**config.mk**
```make
export PLATFORM = sky130hd
export DESIGN_NAME = cdp_top
export DESIGN_NICKNAME = d
export VERILOG_FILES = /design/src/hw/cdp_pkg.sv /design/src/hw/cdp_alu.sv /design/src/hw/cdp_fifo.sv /design/src/hw/cdp_top.sv
export SDC_FILE = /design/constraint.sdc
export NUM_CORES = 1
export LEC_CHECK = 0
export ABC_AREA = 1
export ABC_CLOCK_PERIOD_IN_PS = 6700
export BUFFER_PORTS_ARGS = -buffer_cell sky130_fd_sc_hd__buf_2
export CORE_UTILIZATION = 30
export CTS_CLUSTER_SIZE = 30
export DETAILED_ROUTE_END_ITERATION = 16
export PLACE_DENSITY = 0.55
export SLEW_MARGIN = 20
export SYNTH_ARGS = -nofsm -noshare
export SYNTH_HDL_FRONTEND = slang
export SYNTH_SLANG_ARGS = --single-unit
export TNS_END_PERCENT = 100
```
**constraint.sdc**
```tcl
create_clock -name ref_clk -period 6.7 [get_ports ref_clk]
set_input_delay 1.675 -clock ref_clk [delete_from_list [all_inputs] [get_ports ref_clk]]
set_output_delay 1.675 -clock ref_clk [all_outputs]
set_load 0.02 [all_outputs]
```
**src/hw/cdp_pkg.sv**
```systemverilog
package cdp_pkg;

  // ----------------------------------------------------------------
  // bus request carrier
  // ----------------------------------------------------------------
  typedef struct packed {
    logic cyc;
    logic stb;
    logic we;
    logic [3:0] sel;
    logic [7:0] adr;
    logic [31:0] dat;
  } cdp_wb_req_s;

  // ----------------------------------------------------------------
  // register byte offsets
  // ----------------------------------------------------------------
  localparam logic [7:0] CDP_OFF_CTRL = 8'h00;
  localparam logic [7:0] CDP_OFF_STATUS = 8'h04;
  localparam logic [7:0] CDP_OFF_SMASK = 8'h08;
  localparam logic [7:0] CDP_OFF_DPCFG = 8'h0C;
  localparam logic [7:0] CDP_OFF_CMASK = 8'h10;
  localparam logic [7:0] CDP_OFF_ORMASK = 8'h14;
  localparam logic [7:0] CDP_OFF_OSEL = 8'h18;
  localparam logic [7:0] CDP_OFF_FSTAT = 8'h1C;
  localparam logic [7:0] CDP_OFF_ACC0 = 8'h20;
  localparam logic [7:0] CDP_OFF_ACC1 = 8'h24;
  localparam logic [7:0] CDP_OFF_DREG0 = 8'h28;
  localparam logic [7:0] CDP_OFF_DREG1 = 8'h2C;
  localparam logic [7:0] CDP_OFF_FIFO0 = 8'h30;
  localparam logic [7:0] CDP_OFF_FIFO1 = 8'h34;
  localparam logic [2:0] CDP_CFGRAM_PAGE = 3'h2;

  // ----------------------------------------------------------------
  // datapath setup register fields and reset values
  // ----------------------------------------------------------------
  localparam int CDP_DP_MSB_LO = 0;
  localparam int CDP_DP_F0_OUT = 3;
  localparam int CDP_DP_F1_OUT = 4;
  localparam int CDP_DP_SI_LO = 5;
  localparam int CDP_DP_CMP0_SEL = 7;
  localparam int CDP_DP_CMP1_SEL = 8;
  localparam int CDP_DP_CHAIN_EN = 9;
  localparam int CDP_DP_EN = 10;
  localparam int CDP_DP_CLK_SEL = 11;
  localparam int CDP_SC_EN = 12;
  localparam int CDP_SC_CLK_SEL = 13;
  localparam logic [15:0] CDP_DPCFG_RST = 16'h1407;
  localparam logic [15:0] CDP_CMASK_RST = 16'hFFFF;
  localparam logic [23:0] CDP_OSEL_RST = 24'h00_0000;

  // ----------------------------------------------------------------
  // configuration word
  // ----------------------------------------------------------------
  typedef enum logic [2:0] {
    CDP_OP_INC, CDP_OP_DEC, CDP_OP_ADD, CDP_OP_SUB,
    CDP_OP_AND, CDP_OP_OR, CDP_OP_XOR, CDP_OP_PASS
  } cdp_op_e;
  typedef enum logic [1:0] {CDP_SH_NONE, CDP_SH_LEFT, CDP_SH_RIGHT, CDP_SH_SWAP} cdp_shift_e;
  typedef struct packed {
    cdp_op_e alu_op;
    logic [1:0] src_a;
    logic [1:0] src_b;
    cdp_shift_e shift;
    logic mask_en;
    logic [1:0] dest;
    logic fifo_wr;
    logic fifo_rd;
    logic crc_en;
    logic cin_sel;
  } cdp_cfg_s;

endpackage

```
**src/hw/cdp_alu.sv**
```systemverilog
`timescale 1ns/1ps
`default_nettype none
module cdp_alu #(
  parameter int W = 8,
  parameter int MW = 3
) (
  input wire logic [W-1:0] opa,
  input wire logic [W-1:0] opb,
  input wire cdp_pkg::cdp_op_e op,
  input wire cdp_pkg::cdp_shift_e shift,
  input wire logic cin,
  input wire logic si,
  input wire logic crc_en,
  input wire logic mask_en,
  input wire logic [MW-1:0] msb,
  input wire logic [W-1:0] or_mask,
  output logic [W-1:0] res,
  output logic cout,
  output logic sout,
  output logic ovf
);
  import cdp_pkg::*;

  logic [W:0] sum;
  logic [W-1:0] wm, am, bm, ar, sh;
  logic fb;

  // arithmetic, then shift/crc, then or-mask, all but the swap trimmed to the msb
  always_comb begin
    wm = {W{1'b1}} >> (MW'(W - 1) - msb);
    am = opa & wm;
    bm = '0;
    unique case (op)
      CDP_OP_INC: sum = {1'b0, am} + (W+1)'(1);
      CDP_OP_DEC: begin
        bm = wm;
        sum = {1'b0, am} + {1'b0, bm};
      end
      CDP_OP_ADD: begin
        bm = opb & wm;
        sum = {1'b0, am} + {1'b0, bm} + (W+1)'(cin);
      end
      CDP_OP_SUB: begin
        bm = ~opb & wm; // borrow in is the inverted carry
        sum = {1'b0, am} + {1'b0, bm} + (W+1)'(~cin);
      end
      CDP_OP_AND: sum = {1'b0, am & opb};
      CDP_OP_OR: sum = {1'b0, am | (opb & wm)};
      CDP_OP_XOR: sum = {1'b0, am ^ (opb & wm)};
      CDP_OP_PASS: sum = {1'b0, am};
    endcase
    ar = sum[W-1:0] & wm;
    cout = sum[int'(msb) + 1];
    ovf = (op inside {CDP_OP_INC, CDP_OP_DEC, CDP_OP_ADD, CDP_OP_SUB}) &
          (am[msb] ~^ bm[msb]) & (ar[msb] ^ am[msb]);
    fb = am[msb] ^ si;
    sh = ar;
    sout = 1'b0;
    if (crc_en) begin
      sh = ((am << 1) & wm) ^ (fb ? (opb & wm) : '0);
      sout = fb;
    end else begin
      unique case (shift)
        CDP_SH_NONE: sh = ar;
        CDP_SH_LEFT: begin
          sh = ((ar << 1) | W'(si)) & wm;
          sout = ar[msb];
        end
        CDP_SH_RIGHT: begin
          sh = (ar >> 1) | (W'(si) << msb);
          sout = ar[0];
        end
        CDP_SH_SWAP: sh = {ar[W/2-1:0], ar[W-1:W/2]};
      endcase
    end
    res = mask_en ? (sh | (or_mask & wm)) : sh;
  end

endmodule
`default_nettype wire

```
**src/hw/cdp_fifo.sv**
```systemverilog
`timescale 1ns/1ps
`default_nettype none
module cdp_fifo #(
  parameter int W = 8,
  parameter int D = 4
) (
  input wire logic ref_clk,
  input wire logic reset_n,
  input wire logic push,
  input wire logic pop,
  input wire logic [W-1:0] wdata,
  output logic [W-1:0] head,
  output logic empty,
  output logic full
);
  localparam int PW = $clog2(D);
  logic [W-1:0] mem [D];
  logic [PW-1:0] wp_q, rp_q;
  logic [PW:0] lvl_q;
  logic do_push, do_pop;

  // a full push or an empty pop is dropped and leaves the contents alone
  assign do_push = push & ~full;
  assign do_pop = pop & ~empty;
  assign empty = (lvl_q == '0);
  assign full = (lvl_q == (PW+1)'(D));
  assign head = mem[rp_q];

  // storage has no reset, only the pointers need one
  always_ff @(posedge ref_clk) begin
    if (do_push) begin
      mem[wp_q] <= wdata;
    end
  end

  // pointers and fill level
  always_ff @(posedge ref_clk or negedge reset_n) begin
    if (!reset_n) begin
      wp_q <= '0;
      rp_q <= '0;
      lvl_q <= '0;
    end else begin
      if (do_push) begin
        wp_q <= (wp_q == PW'(D - 1)) ? '0 : wp_q + PW'(1);
      end
      if (do_pop) begin
        rp_q <= (rp_q == PW'(D - 1)) ? '0 : rp_q + PW'(1);
      end
      lvl_q <= lvl_q + (PW+1)'(do_push) - (PW+1)'(do_pop);
    end
  end
endmodule
`default_nettype wire

```
**src/hw/cdp_top.sv**
```systemverilog
// What this block does
// - eight sixteen-bit configuration words held on chip
// - routing picks the active configuration every cycle
// - alu does inc dec add sub and or xor pass
// - pass forwards operand, trimmed to the msb, to later stages
// - shift left/right, swap, or-mask chosen independently
// - two masked compares over accumulators and data registers
// - zero, ones, overflow; selected conditions drive outputs
// - compare equality chains through a dedicated neighbour link
// - programmable msb for arithmetic and shifting
// - one crc or pseudo random step each cycle
// - two four-byte fifos, direction set per fifo
// - input: bus writes, datapath reads; output reversed
// - fifo flags selectable as routing outputs
// - carry, shift and conditions exchanged with neighbours
// - carry and shift out registered for later reuse
// - six routing inputs and six routing outputs
// - bus-written control bits drive routing signals
// - read-only status shows internal routing signals
// - status bit may latch until read clears it
// - datapath and control/status each enabled and clocked separately
// - accumulators are alu sources, sinks and compare sources
// - data registers are sources only, never alu sinks
// - eight-bit alu finishes in one cycle
`timescale 1ns/1ps
`default_nettype none
module cdp_top #(
  parameter int W = 8,
  parameter int DEPTH = 4,
  parameter int NCFG = 8
) (
  input wire logic ref_clk,
  input wire logic reset_n,
  input wire cdp_pkg::cdp_wb_req_s wb_req,
  output logic [31:0] wb_dat_o,
  output logic wb_ack_o,
  input wire logic [5:0] route_in,
  output logic [5:0] route_out,
  input wire logic [7:0] status_in,
  output logic [7:0] ctrl_route,
  input wire logic chain_carry_in,
  input wire logic chain_shift_in,
  input wire logic chain_eq_in,
  output logic chain_carry_out,
  output logic chain_shift_out,
  output logic chain_eq_out
);
  import cdp_pkg::*;

  // ----------------------------------------------------------------
  // state
  // ----------------------------------------------------------------
  logic [7:0] ctrl_q, stat_q, smask_q, ormask_q;
  logic [15:0] dpcfg_q, cmask_q;
  logic [23:0] osel_q;
  logic [W-1:0] acc0_q, acc1_q, dreg0_q, dreg1_q;
  logic [15:0] cfg_ram [NCFG];
  logic carry_q, shift_q, ack_q, eq_q;
  logic [31:0] rdat_q;
  logic [5:0] rout_q;

  // ----------------------------------------------------------------
  // bus decode
  // ----------------------------------------------------------------
  logic acc, wr_acc, rd_acc;
  logic [7:0] adr;
  assign acc = wb_req.cyc & wb_req.stb & ~ack_q;
  assign wr_acc = acc & wb_req.we;
  assign rd_acc = acc & ~wb_req.we;
  assign adr = wb_req.adr;
  assign wb_ack_o = ack_q;
  assign wb_dat_o = rdat_q;

  // byte lanes not selected keep their old value
  function automatic logic [31:0] lane_merge(input logic [31:0] old);
    for (int i = 0; i < 4; i++) begin
      lane_merge[8*i +: 8] = wb_req.sel[i] ? wb_req.dat[8*i +: 8] : old[8*i +: 8];
    end
  endfunction

  function automatic logic hit(input logic [7:0] off);
    return wr_acc && (adr == off);
  endfunction

  // ----------------------------------------------------------------
  // sub-block enables and their selectable clock
  // ----------------------------------------------------------------
  // a sub-block may run every cycle or only on a routed tick, so the
  // datapath and the control/status pair can be assigned separately
  logic dp_tick, sc_tick;
  assign dp_tick = dpcfg_q[CDP_DP_EN] & (~dpcfg_q[CDP_DP_CLK_SEL] | route_in[4]);
  assign sc_tick = dpcfg_q[CDP_SC_EN] & (~dpcfg_q[CDP_SC_CLK_SEL] | route_in[5]);

  // ----------------------------------------------------------------
  // configuration fetch and operand selection
  // ----------------------------------------------------------------
  cdp_cfg_s cfg;
  logic [W-1:0] opa, opb, alu_res;
  logic alu_cout, alu_sout, alu_ovf, cin, si;
  logic [2:0] msb;

  // the routed address is read fresh in every cycle
  assign cfg = cdp_cfg_s'(cfg_ram[route_in[2:0]]);
  assign msb = dpcfg_q[CDP_DP_MSB_LO +: 3];

  // both accumulators and both data registers can feed either port
  function automatic logic [W-1:0] opsel(input logic [1:0] s);
    unique case (s)
      2'd0: return acc0_q;
      2'd1: return acc1_q;
      2'd2: return dreg0_q;
      2'd3: return dreg1_q;
    endcase
  endfunction
  assign opa = opsel(cfg.src_a);
  assign opb = opsel(cfg.src_b);

  // registered carry lets one slice run a wide word over two cycles
  assign cin = cfg.cin_sel ? carry_q : (dpcfg_q[CDP_DP_CHAIN_EN] & chain_carry_in);

  // shift source: routed serial in, neighbour, own registered bit
  always_comb begin
    unique case (dpcfg_q[CDP_DP_SI_LO +: 2])
      2'd0: si = route_in[3];
      2'd1: si = chain_shift_in;
      2'd2: si = shift_q;
      2'd3: si = 1'b0;
    endcase
  end

  cdp_alu #(.W(W), .MW(3)) u_alu (
    .opa(opa),
    .opb(opb),
    .op(cfg.alu_op),
    .shift(cfg.shift),
    .cin(cin),
    .si(si),
    .crc_en(cfg.crc_en),
    .mask_en(cfg.mask_en),
    .msb(msb),
    .or_mask(ormask_q),
    .res(alu_res),
    .cout(alu_cout),
    .sout(alu_sout),
    .ovf(alu_ovf)
  );

  // ----------------------------------------------------------------
  // fifos
  // ----------------------------------------------------------------
  logic [1:0] f_out, f_push, f_pop, f_empty, f_full;
  logic [W-1:0] f_head [2];
  logic [W-1:0] f_wdat [2];
  assign f_out = {dpcfg_q[CDP_DP_F1_OUT], dpcfg_q[CDP_DP_F0_OUT]};

  // input side: bus fills, datapath drains; output side the reverse
  for (genvar g = 0; g < 2; g++) begin : g_fifo
    logic [7:0] off;
    assign off = g ? CDP_OFF_FIFO1 : CDP_OFF_FIFO0;
    assign f_push[g] = f_out[g] ? (dp_tick & cfg.fifo_wr) : hit(off);
    assign f_pop[g] = f_out[g] ? (rd_acc & (adr == off)) : (dp_tick & cfg.fifo_rd);
    assign f_wdat[g] = f_out[g] ? alu_res : wb_req.dat[W-1:0];
    cdp_fifo #(.W(W), .D(DEPTH)) u_fifo (
      .ref_clk(ref_clk),
      .reset_n(reset_n),
      .push(f_push[g]),
      .pop(f_pop[g]),
      .wdata(f_wdat[g]),
      .head(f_head[g]),
      .empty(f_empty[g]),
      .full(f_full[g])
    );
  end

  // ----------------------------------------------------------------
  // conditions
  // ----------------------------------------------------------------
  logic [W-1:0] c0b, c1b, m0, m1;
  logic ce0, cl0, ce1, cl1, ceq;
  logic [15:0] cond;
  assign m0 = cmask_q[7:0];
  assign m1 = cmask_q[15:8];
  assign c0b = dpcfg_q[CDP_DP_CMP0_SEL] ? acc1_q : dreg0_q;
  assign c1b = dpcfg_q[CDP_DP_CMP1_SEL] ? acc0_q : dreg1_q;
  assign ce0 = (acc0_q & m0) == (c0b & m0);
  assign cl0 = (acc0_q & m0) < (c0b & m0);
  assign ce1 = (acc1_q & m1) == (c1b & m1);
  assign cl1 = (acc1_q & m1) < (c1b & m1);
  // equality of a wider word is this slice and every lower slice
  assign ceq = ce0 & (~dpcfg_q[CDP_DP_CHAIN_EN] | chain_eq_in);

  // index of each condition as seen by the output selects
  assign cond = {
    f_full[1], f_empty[1], f_full[0], f_empty[0],
    ceq, shift_q, carry_q, alu_ovf,
    &acc1_q, &acc0_q, ~|acc1_q, ~|acc0_q,
    cl1, ce1, cl0, ce0
  };

  // ----------------------------------------------------------------
  // routing outputs and chain outputs
  // ----------------------------------------------------------------
  // every routed output is a flop so it meets timing anywhere it goes
  always_ff @(posedge ref_clk or negedge reset_n) begin
    if (!reset_n) begin
      rout_q <= '0;
      eq_q <= 1'b0;
    end else begin
      for (int i = 0; i < 6; i++) begin
        rout_q[i] <= cond[osel_q[4*i +: 4]];
      end
      eq_q <= ceq;
    end
  end
  assign route_out = rout_q;
  assign chain_eq_out = eq_q;
  assign chain_carry_out = carry_q;
  assign chain_shift_out = shift_q;
  assign ctrl_route = ctrl_q;

  // ----------------------------------------------------------------
  // datapath registers
  // ----------------------------------------------------------------
  // bus writes win over a same-cycle datapath write to the same register
  always_ff @(posedge ref_clk or negedge reset_n) begin
    if (!reset_n) begin
      acc0_q <= '0;
      acc1_q <= '0;
      carry_q <= 1'b0;
      shift_q <= 1'b0;
    end else begin
      if (dp_tick) begin
        carry_q <= alu_cout;
        shift_q <= alu_sout;
      end
      if (hit(CDP_OFF_ACC0)) begin
        acc0_q <= W'(lane_merge(32'(acc0_q)));
      end else if (dp_tick && cfg.dest[0]) begin
        acc0_q <= alu_res;
      end
      if (hit(CDP_OFF_ACC1)) begin
        acc1_q <= W'(lane_merge(32'(acc1_q)));
      end else if (dp_tick && cfg.dest[1]) begin
        acc1_q <= alu_res;
      end
    end
  end

  // data registers load from bus or their own input fifo, never the alu
  always_ff @(posedge ref_clk or negedge reset_n) begin
    if (!reset_n) begin
      dreg0_q <= '0;
      dreg1_q <= '0;
    end else begin
      if (hit(CDP_OFF_DREG0)) begin
        dreg0_q <= W'(lane_merge(32'(dreg0_q)));
      end else if (f_pop[0] && !f_out[0] && !f_empty[0]) begin
        dreg0_q <= f_head[0];
      end
      if (hit(CDP_OFF_DREG1)) begin
        dreg1_q <= W'(lane_merge(32'(dreg1_q)));
      end else if (f_pop[1] && !f_out[1] && !f_empty[1]) begin
        dreg1_q <= f_head[1];
      end
    end
  end

  // configuration store, written only from the bus; cleared at reset so a
  // datapath that is enabled out of reset never computes from unknown words
  always_ff @(posedge ref_clk or negedge reset_n) begin
    if (!reset_n) begin
      for (int i = 0; i < NCFG; i++) begin
        cfg_ram[i] <= '0;
      end
    end else if (wr_acc && adr[7:5] == CDP_CFGRAM_PAGE) begin
      cfg_ram[adr[4:2]] <= 16'(lane_merge(32'(cfg_ram[adr[4:2]])));
    end
  end

  // ----------------------------------------------------------------
  // setup registers
  // ----------------------------------------------------------------
  always_ff @(posedge ref_clk or negedge reset_n) begin
    if (!reset_n) begin
      ctrl_q <= '0;
      smask_q <= '0;
      dpcfg_q <= CDP_DPCFG_RST;
      cmask_q <= CDP_CMASK_RST;
      ormask_q <= '0;
      osel_q <= CDP_OSEL_RST;
    end else begin
      if (hit(CDP_OFF_CTRL)) ctrl_q <= 8'(lane_merge(32'(ctrl_q)));
      if (hit(CDP_OFF_SMASK)) smask_q <= 8'(lane_merge(32'(smask_q)));
      if (hit(CDP_OFF_DPCFG)) dpcfg_q <= 16'(lane_merge(32'(dpcfg_q)));
      if (hit(CDP_OFF_CMASK)) cmask_q <= 16'(lane_merge(32'(cmask_q)));
      if (hit(CDP_OFF_ORMASK)) ormask_q <= 8'(lane_merge(32'(ormask_q)));
      if (hit(CDP_OFF_OSEL)) osel_q <= 24'(lane_merge(32'(osel_q)));
    end
  end

  // ----------------------------------------------------------------
  // status capture
  // ----------------------------------------------------------------
  // masked bits latch until read; a new event in the read cycle survives
  logic stat_clr;
  assign stat_clr = rd_acc && (adr == CDP_OFF_STATUS);
  always_ff @(posedge ref_clk or negedge reset_n) begin
    if (!reset_n) begin
      stat_q <= '0;
    end else if (sc_tick) begin
      for (int i = 0; i < 8; i++) begin
        if (smask_q[i]) begin
          stat_q[i] <= (stat_q[i] & ~stat_clr) | status_in[i];
        end else begin
          stat_q[i] <= status_in[i];
        end
      end
    end else if (stat_clr) begin
      stat_q <= stat_q & ~smask_q;
    end
  end

  // ----------------------------------------------------------------
  // bus answer: one cycle after the request, unmapped reads return zero
  // ----------------------------------------------------------------
  logic [31:0] rmux;
  always_comb begin
    rmux = '0;
    if (adr[7:5] == CDP_CFGRAM_PAGE) begin
      rmux = 32'(cfg_ram[adr[4:2]]);
    end else begin
      case (adr)
        CDP_OFF_CTRL: rmux = 32'(ctrl_q);
        CDP_OFF_STATUS: rmux = 32'(stat_q);
        CDP_OFF_SMASK: rmux = 32'(smask_q);
        CDP_OFF_DPCFG: rmux = 32'(dpcfg_q);
        CDP_OFF_CMASK: rmux = 32'(cmask_q);
        CDP_OFF_ORMASK: rmux = 32'(ormask_q);
        CDP_OFF_OSEL: rmux = 32'(osel_q);
        CDP_OFF_FSTAT: rmux = 32'({f_full, f_empty});
        CDP_OFF_ACC0: rmux = 32'(acc0_q);
        CDP_OFF_ACC1: rmux = 32'(acc1_q);
        CDP_OFF_DREG0: rmux = 32'(dreg0_q);
        CDP_OFF_DREG1: rmux = 32'(dreg1_q);
        CDP_OFF_FIFO0: rmux = 32'(f_head[0]);
        CDP_OFF_FIFO1: rmux = 32'(f_head[1]);
        default: rmux = '0;
      endcase
    end
  end

  always_ff @(posedge ref_clk or negedge reset_n) begin
    if (!reset_n) begin
      ack_q <= 1'b0;
      rdat_q <= '0;
    end else begin
      ack_q <= acc;
      if (rd_acc) rdat_q <= rmux;
    end
  end
endmodule
`default_nettype wire

```
==> summary.md <==
| Metric | Value |
|---|---|
| Number of enable flip-flop cells after synthesis | `64` |
| Number of nets in the layout | `3,260` |
| Slowest cell on the critical path | `sky130_fd_sc_hd__fa_1` |
| Startpoint class of the critical path | `primary input` |
| Count of filler cells inserted in the layout | `7,789` |
| Final Routed Wirelength | `88.61 mm` |
| Total of max-cap violations | `0` |
| Actual transition at the worst max-transition pin | `1.080 ns` |
| Hold path cells | `2` |
| Hold violation total from the final report | `0` |
| Residual DRC count | `0` |
| IO Port Bufs | `98` |
| Area enclosed by the die boundary | `75,900 um^2` |
| Critical Path Max Stage Delay | `0.47 ns` |
| Most used flip-flop cell after synthesis | `sky130_fd_sc_hd__dfrtp_1` |
| Sink count of the clock tree | `360` |
| Dpl cell area | `24,470 um^2` |
| CP endpoint kind | `flop` |
| Post-route antenna net violation count | `0` |
| Largest fanout on the critical path | `16` |
| Crit path required time | `6.95 ns` |
| R2r worst-path depth | `32` |
| Post-synth cell types | `62` |
| Classification of the worst-slack hold path | `flop to flop` |
| Drt via density | `5.329` |
| Flop and latch count out of synthesis | `360` |
| Maximum number of pins on one net before global-route repair | `141` |
| Syn avg cell area | `7.511 um^2` |
| Fraction of synthesis flops using an asynchronous set or reset pin | `82.22%` |
| Number of rows created at floorplan | `99` |
| IO Count | `116` |
| Proportion of netlist area held by the largest area contributor | `30.66%` |
| Crit-path most repeated cell | `sky130_fd_sc_hd__nand2_1` |
| Pwr dens | `222.2 nW/um^2` |
| Global-route usage over all layers | `23.39%` |
| Area growth from synthesis to layout | `15.15%` |
| Post-Route Skew | `0.01859 ns` |
| Iteration-0 DRC Markers | `2,419` |
| Synthesized area | `22,440 um^2` |
| YS warnings | `0` |
| Final GP Congestion | `0.9965` |
| RSZ-0062 raised after global routing | `no` |
| Clock tree from TritonCTS | `yes` |
| Most frequent cells after synthesis | `sky130_fd_sc_hd__nand2_1, sky130_fd_sc_hd__o21ai_0, sky130_fd_sc_hd__inv_1` |
| Die extent in x | `275.5 um` |
| Peak ir drop on the vdd network | `205.6 uV` |
| Die H | `275.5 um` |
| Fraction of final layout cells with drive strength greater than 1 | `11.76%` |
| Instance count of the mapped netlist | `2,988` |
| Vias in the first global route | `20,410` |
| Period utilization | `93.36%` |
| Number of search-and-repair iterations in the first detailed-routing pass | `6` |
| Leading post-synthesis cells by cell area | `sky130_fd_sc_hd__dfrtp_1, sky130_fd_sc_hd__nand2_1, sky130_fd_sc_hd__o21ai_0` |
| CTS buffer count | `42` |
| Pleak | `11.29 nW` |
| Status | `completed` |
| Initial Utilization | `30.55%` |
| Worst-path clk slew | `0.06 ns` |
| Clock insertion delay at the later pin of the skew report | `0.58 ns` |
| Overflow left after global routing | `0` |
| Leading cell type by number of instances after synthesis | `sky130_fd_sc_hd__nand2_1` |
| Fin area | `25,840 um^2` |
| Setup TNS Final | `0 ns` |
| Vias post-DR | `21,881` |
| Final Critical Period | `6.255 ns` |
| Slew margin rel. | `27.93%` |
| Wirelength per Cell | `21.58 um` |
| Post-detailed-placement half-perimeter wirelength | `65.05 mm` |
| Number of antenna violations at the first check in global routing | `1` |
| Minimum setup slack among reg-to-reg paths | `1.23 ns` |
| CTS H-tree lvls | `2` |
| Number of pins exceeding their max-slew limit in the final report | `0` |
| Post-synthesis cell type with the largest combined area | `sky130_fd_sc_hd__dfrtp_1` |
| Maximum clock insertion buffer count | `3` |
| Proportion of synthesized chip area in sequential cells | `41.69%` |
| Arrival time of the worst setup path | `6.51 ns` |
| CTS Root Buffer Type | `sky130_fd_sc_hd__clkbuf_16` |
| Core area | `73,450 um^2` |
| Class of the most critical setup path | `primary input to flop` |
| Final setup vio count | `0` |
| Total Power Consumption | `5.743 mW` |
| Maximum clock rate | `0.1599 GHz` |
| First-pass GRT wire length | `133.3 mm` |
## cells in the final DEF (no fill, tap or decap), types with 14 or more instances in the layout
cell and n:
sky130_fd_sc_hd__a21oi_1 166, sky130_fd_sc_hd__a22oi_1 43, sky130_fd_sc_hd__buf_2 97, sky130_fd_sc_hd__buf_4 107, sky130_fd_sc_hd__clkbuf_1 15, sky130_fd_sc_hd__clkbuf_16 43
sky130_fd_sc_hd__clkinv_1 15, sky130_fd_sc_hd__dfrtp_1 275, sky130_fd_sc_hd__dfstp_2 21, sky130_fd_sc_hd__edfxtp_1 64, sky130_fd_sc_hd__ha_1 76, sky130_fd_sc_hd__inv_1 335
sky130_fd_sc_hd__inv_2 14, sky130_fd_sc_hd__nand2_1 694, sky130_fd_sc_hd__nand3_1 149, sky130_fd_sc_hd__nand4_1 14, sky130_fd_sc_hd__nor2_1 192, sky130_fd_sc_hd__nor3_1 17
sky130_fd_sc_hd__o2111ai_1 16, sky130_fd_sc_hd__o211ai_1 39, sky130_fd_sc_hd__o21ai_0 454, sky130_fd_sc_hd__o21ai_1 38, sky130_fd_sc_hd__o221ai_1 14, sky130_fd_sc_hd__o22ai_1 62
## per-layer routing
metal | wire [um] | up-vias | global-route usage, %
li1 | - | 10392 | -
met2 | 38710 | 905 | 35.44
met5 | 0 | - | 0
met3 | 6622 | 133 | 3.384
met4 | 3104 | 0 | 8.287
met1 | 40170 | 10451 | 33.70
## where the power goes
group | leakage (nW) | internal, mW | switching, mW | total (mW)
logic | 6.20 | 0.306 | 0.662 | 0.968
clock network | 0.673 | 1.37 | 0.959 | 2.33
registers | 4.42 | 2.33 | 0.118 | 2.45
total | 11.3 | 4.00 | 1.74 | 5.74
## cell type report
cell class	count	area (um^2)	area share, %
diodes	1	2.502	0.009683
repair buffers	210	1404	5.432
multi-input cells	2133	11140	43.11
flip-flops and latches	360	9355	36.20
inverters	366	1379	5.336
clock buffers	64	1215	4.701
well taps	959	1200	4.643
clock inverters	13	147.6	0.5713
## state kept, by name, summed over array words and instances (netlist names), 16 cells and up
register	flops
cmask_q	16
osel_q	24
cfg_ram	128
g_fifo.u_fifo.mem	64
wb_dat_o	24
dpcfg_q	16
## worst max-delay path: cells and delay by family
kind | cells | cell delay (ns)
AOI/OAI and AO/OA | 5 | 0.74
adders and majority gates | 3 | 0.99
buffers and inverters | 6 | 0.79
and+or+nand+nor | 18 | 2.29
## per-stage QoR
stage | setup slack, ns | hold slack, ns | cells | util, %
global route | 0.05070 | 0.4992 | 4105 | 35.18
CTS | 0.3864 | 0.4826 | 4105 | 35.17
finish | 0.4448 | 0.4768 | 4106 | 35.18
global placement | -0.1260 | 0.4676 | 4028 | 33.31
floorplan | 0.5566 | 0.4530 | 2995 | -
detailed placement | -0.1981 | 0.4684 | 4028 | 33.31
## path summary, 6_finish.rpt
kind,from,endpoint
setup reg to reg,dpcfg_q[1],g_fifo[0].u_fifo.mem[1][3]
setup / recovery,route_in[0],g_fifo[0].u_fifo.mem[1][3]
max in group asynchronous,reset_n,ctrl_route[5]
hold reg to reg,wb_dat_o[19],wb_dat_o[19]
hold / removal,wb_dat_o[19],wb_dat_o[19]
min in group asynchronous,reset_n,osel_q[16]
## cell families after synthesis
| kind of cell | Yosys count | synth area share (%) |
|---|---|---|
| buf+inv | 502 | 8.893 |
| compound gates | 906 | 23.20 |
| xor+xnor | 7 | 0.2732 |
| simple gates | 1123 | 20.84 |
| flops | 360 | 41.69 |
| other cells | 1 | 0.01671 |
| mux | 8 | 0.4014 |
| fa+ha+maj | 81 | 4.683 |
## what timing repair did
item | CTS | global route
setup buffers | 0 | 0
setup endpoints to repair | 0 | 16
gates resized for setup | 0 | 3
hold endpoints to repair | 0 | 0
hold buffers | 0 | 0
No activity file was read; power rests on OpenSTA's default activity.
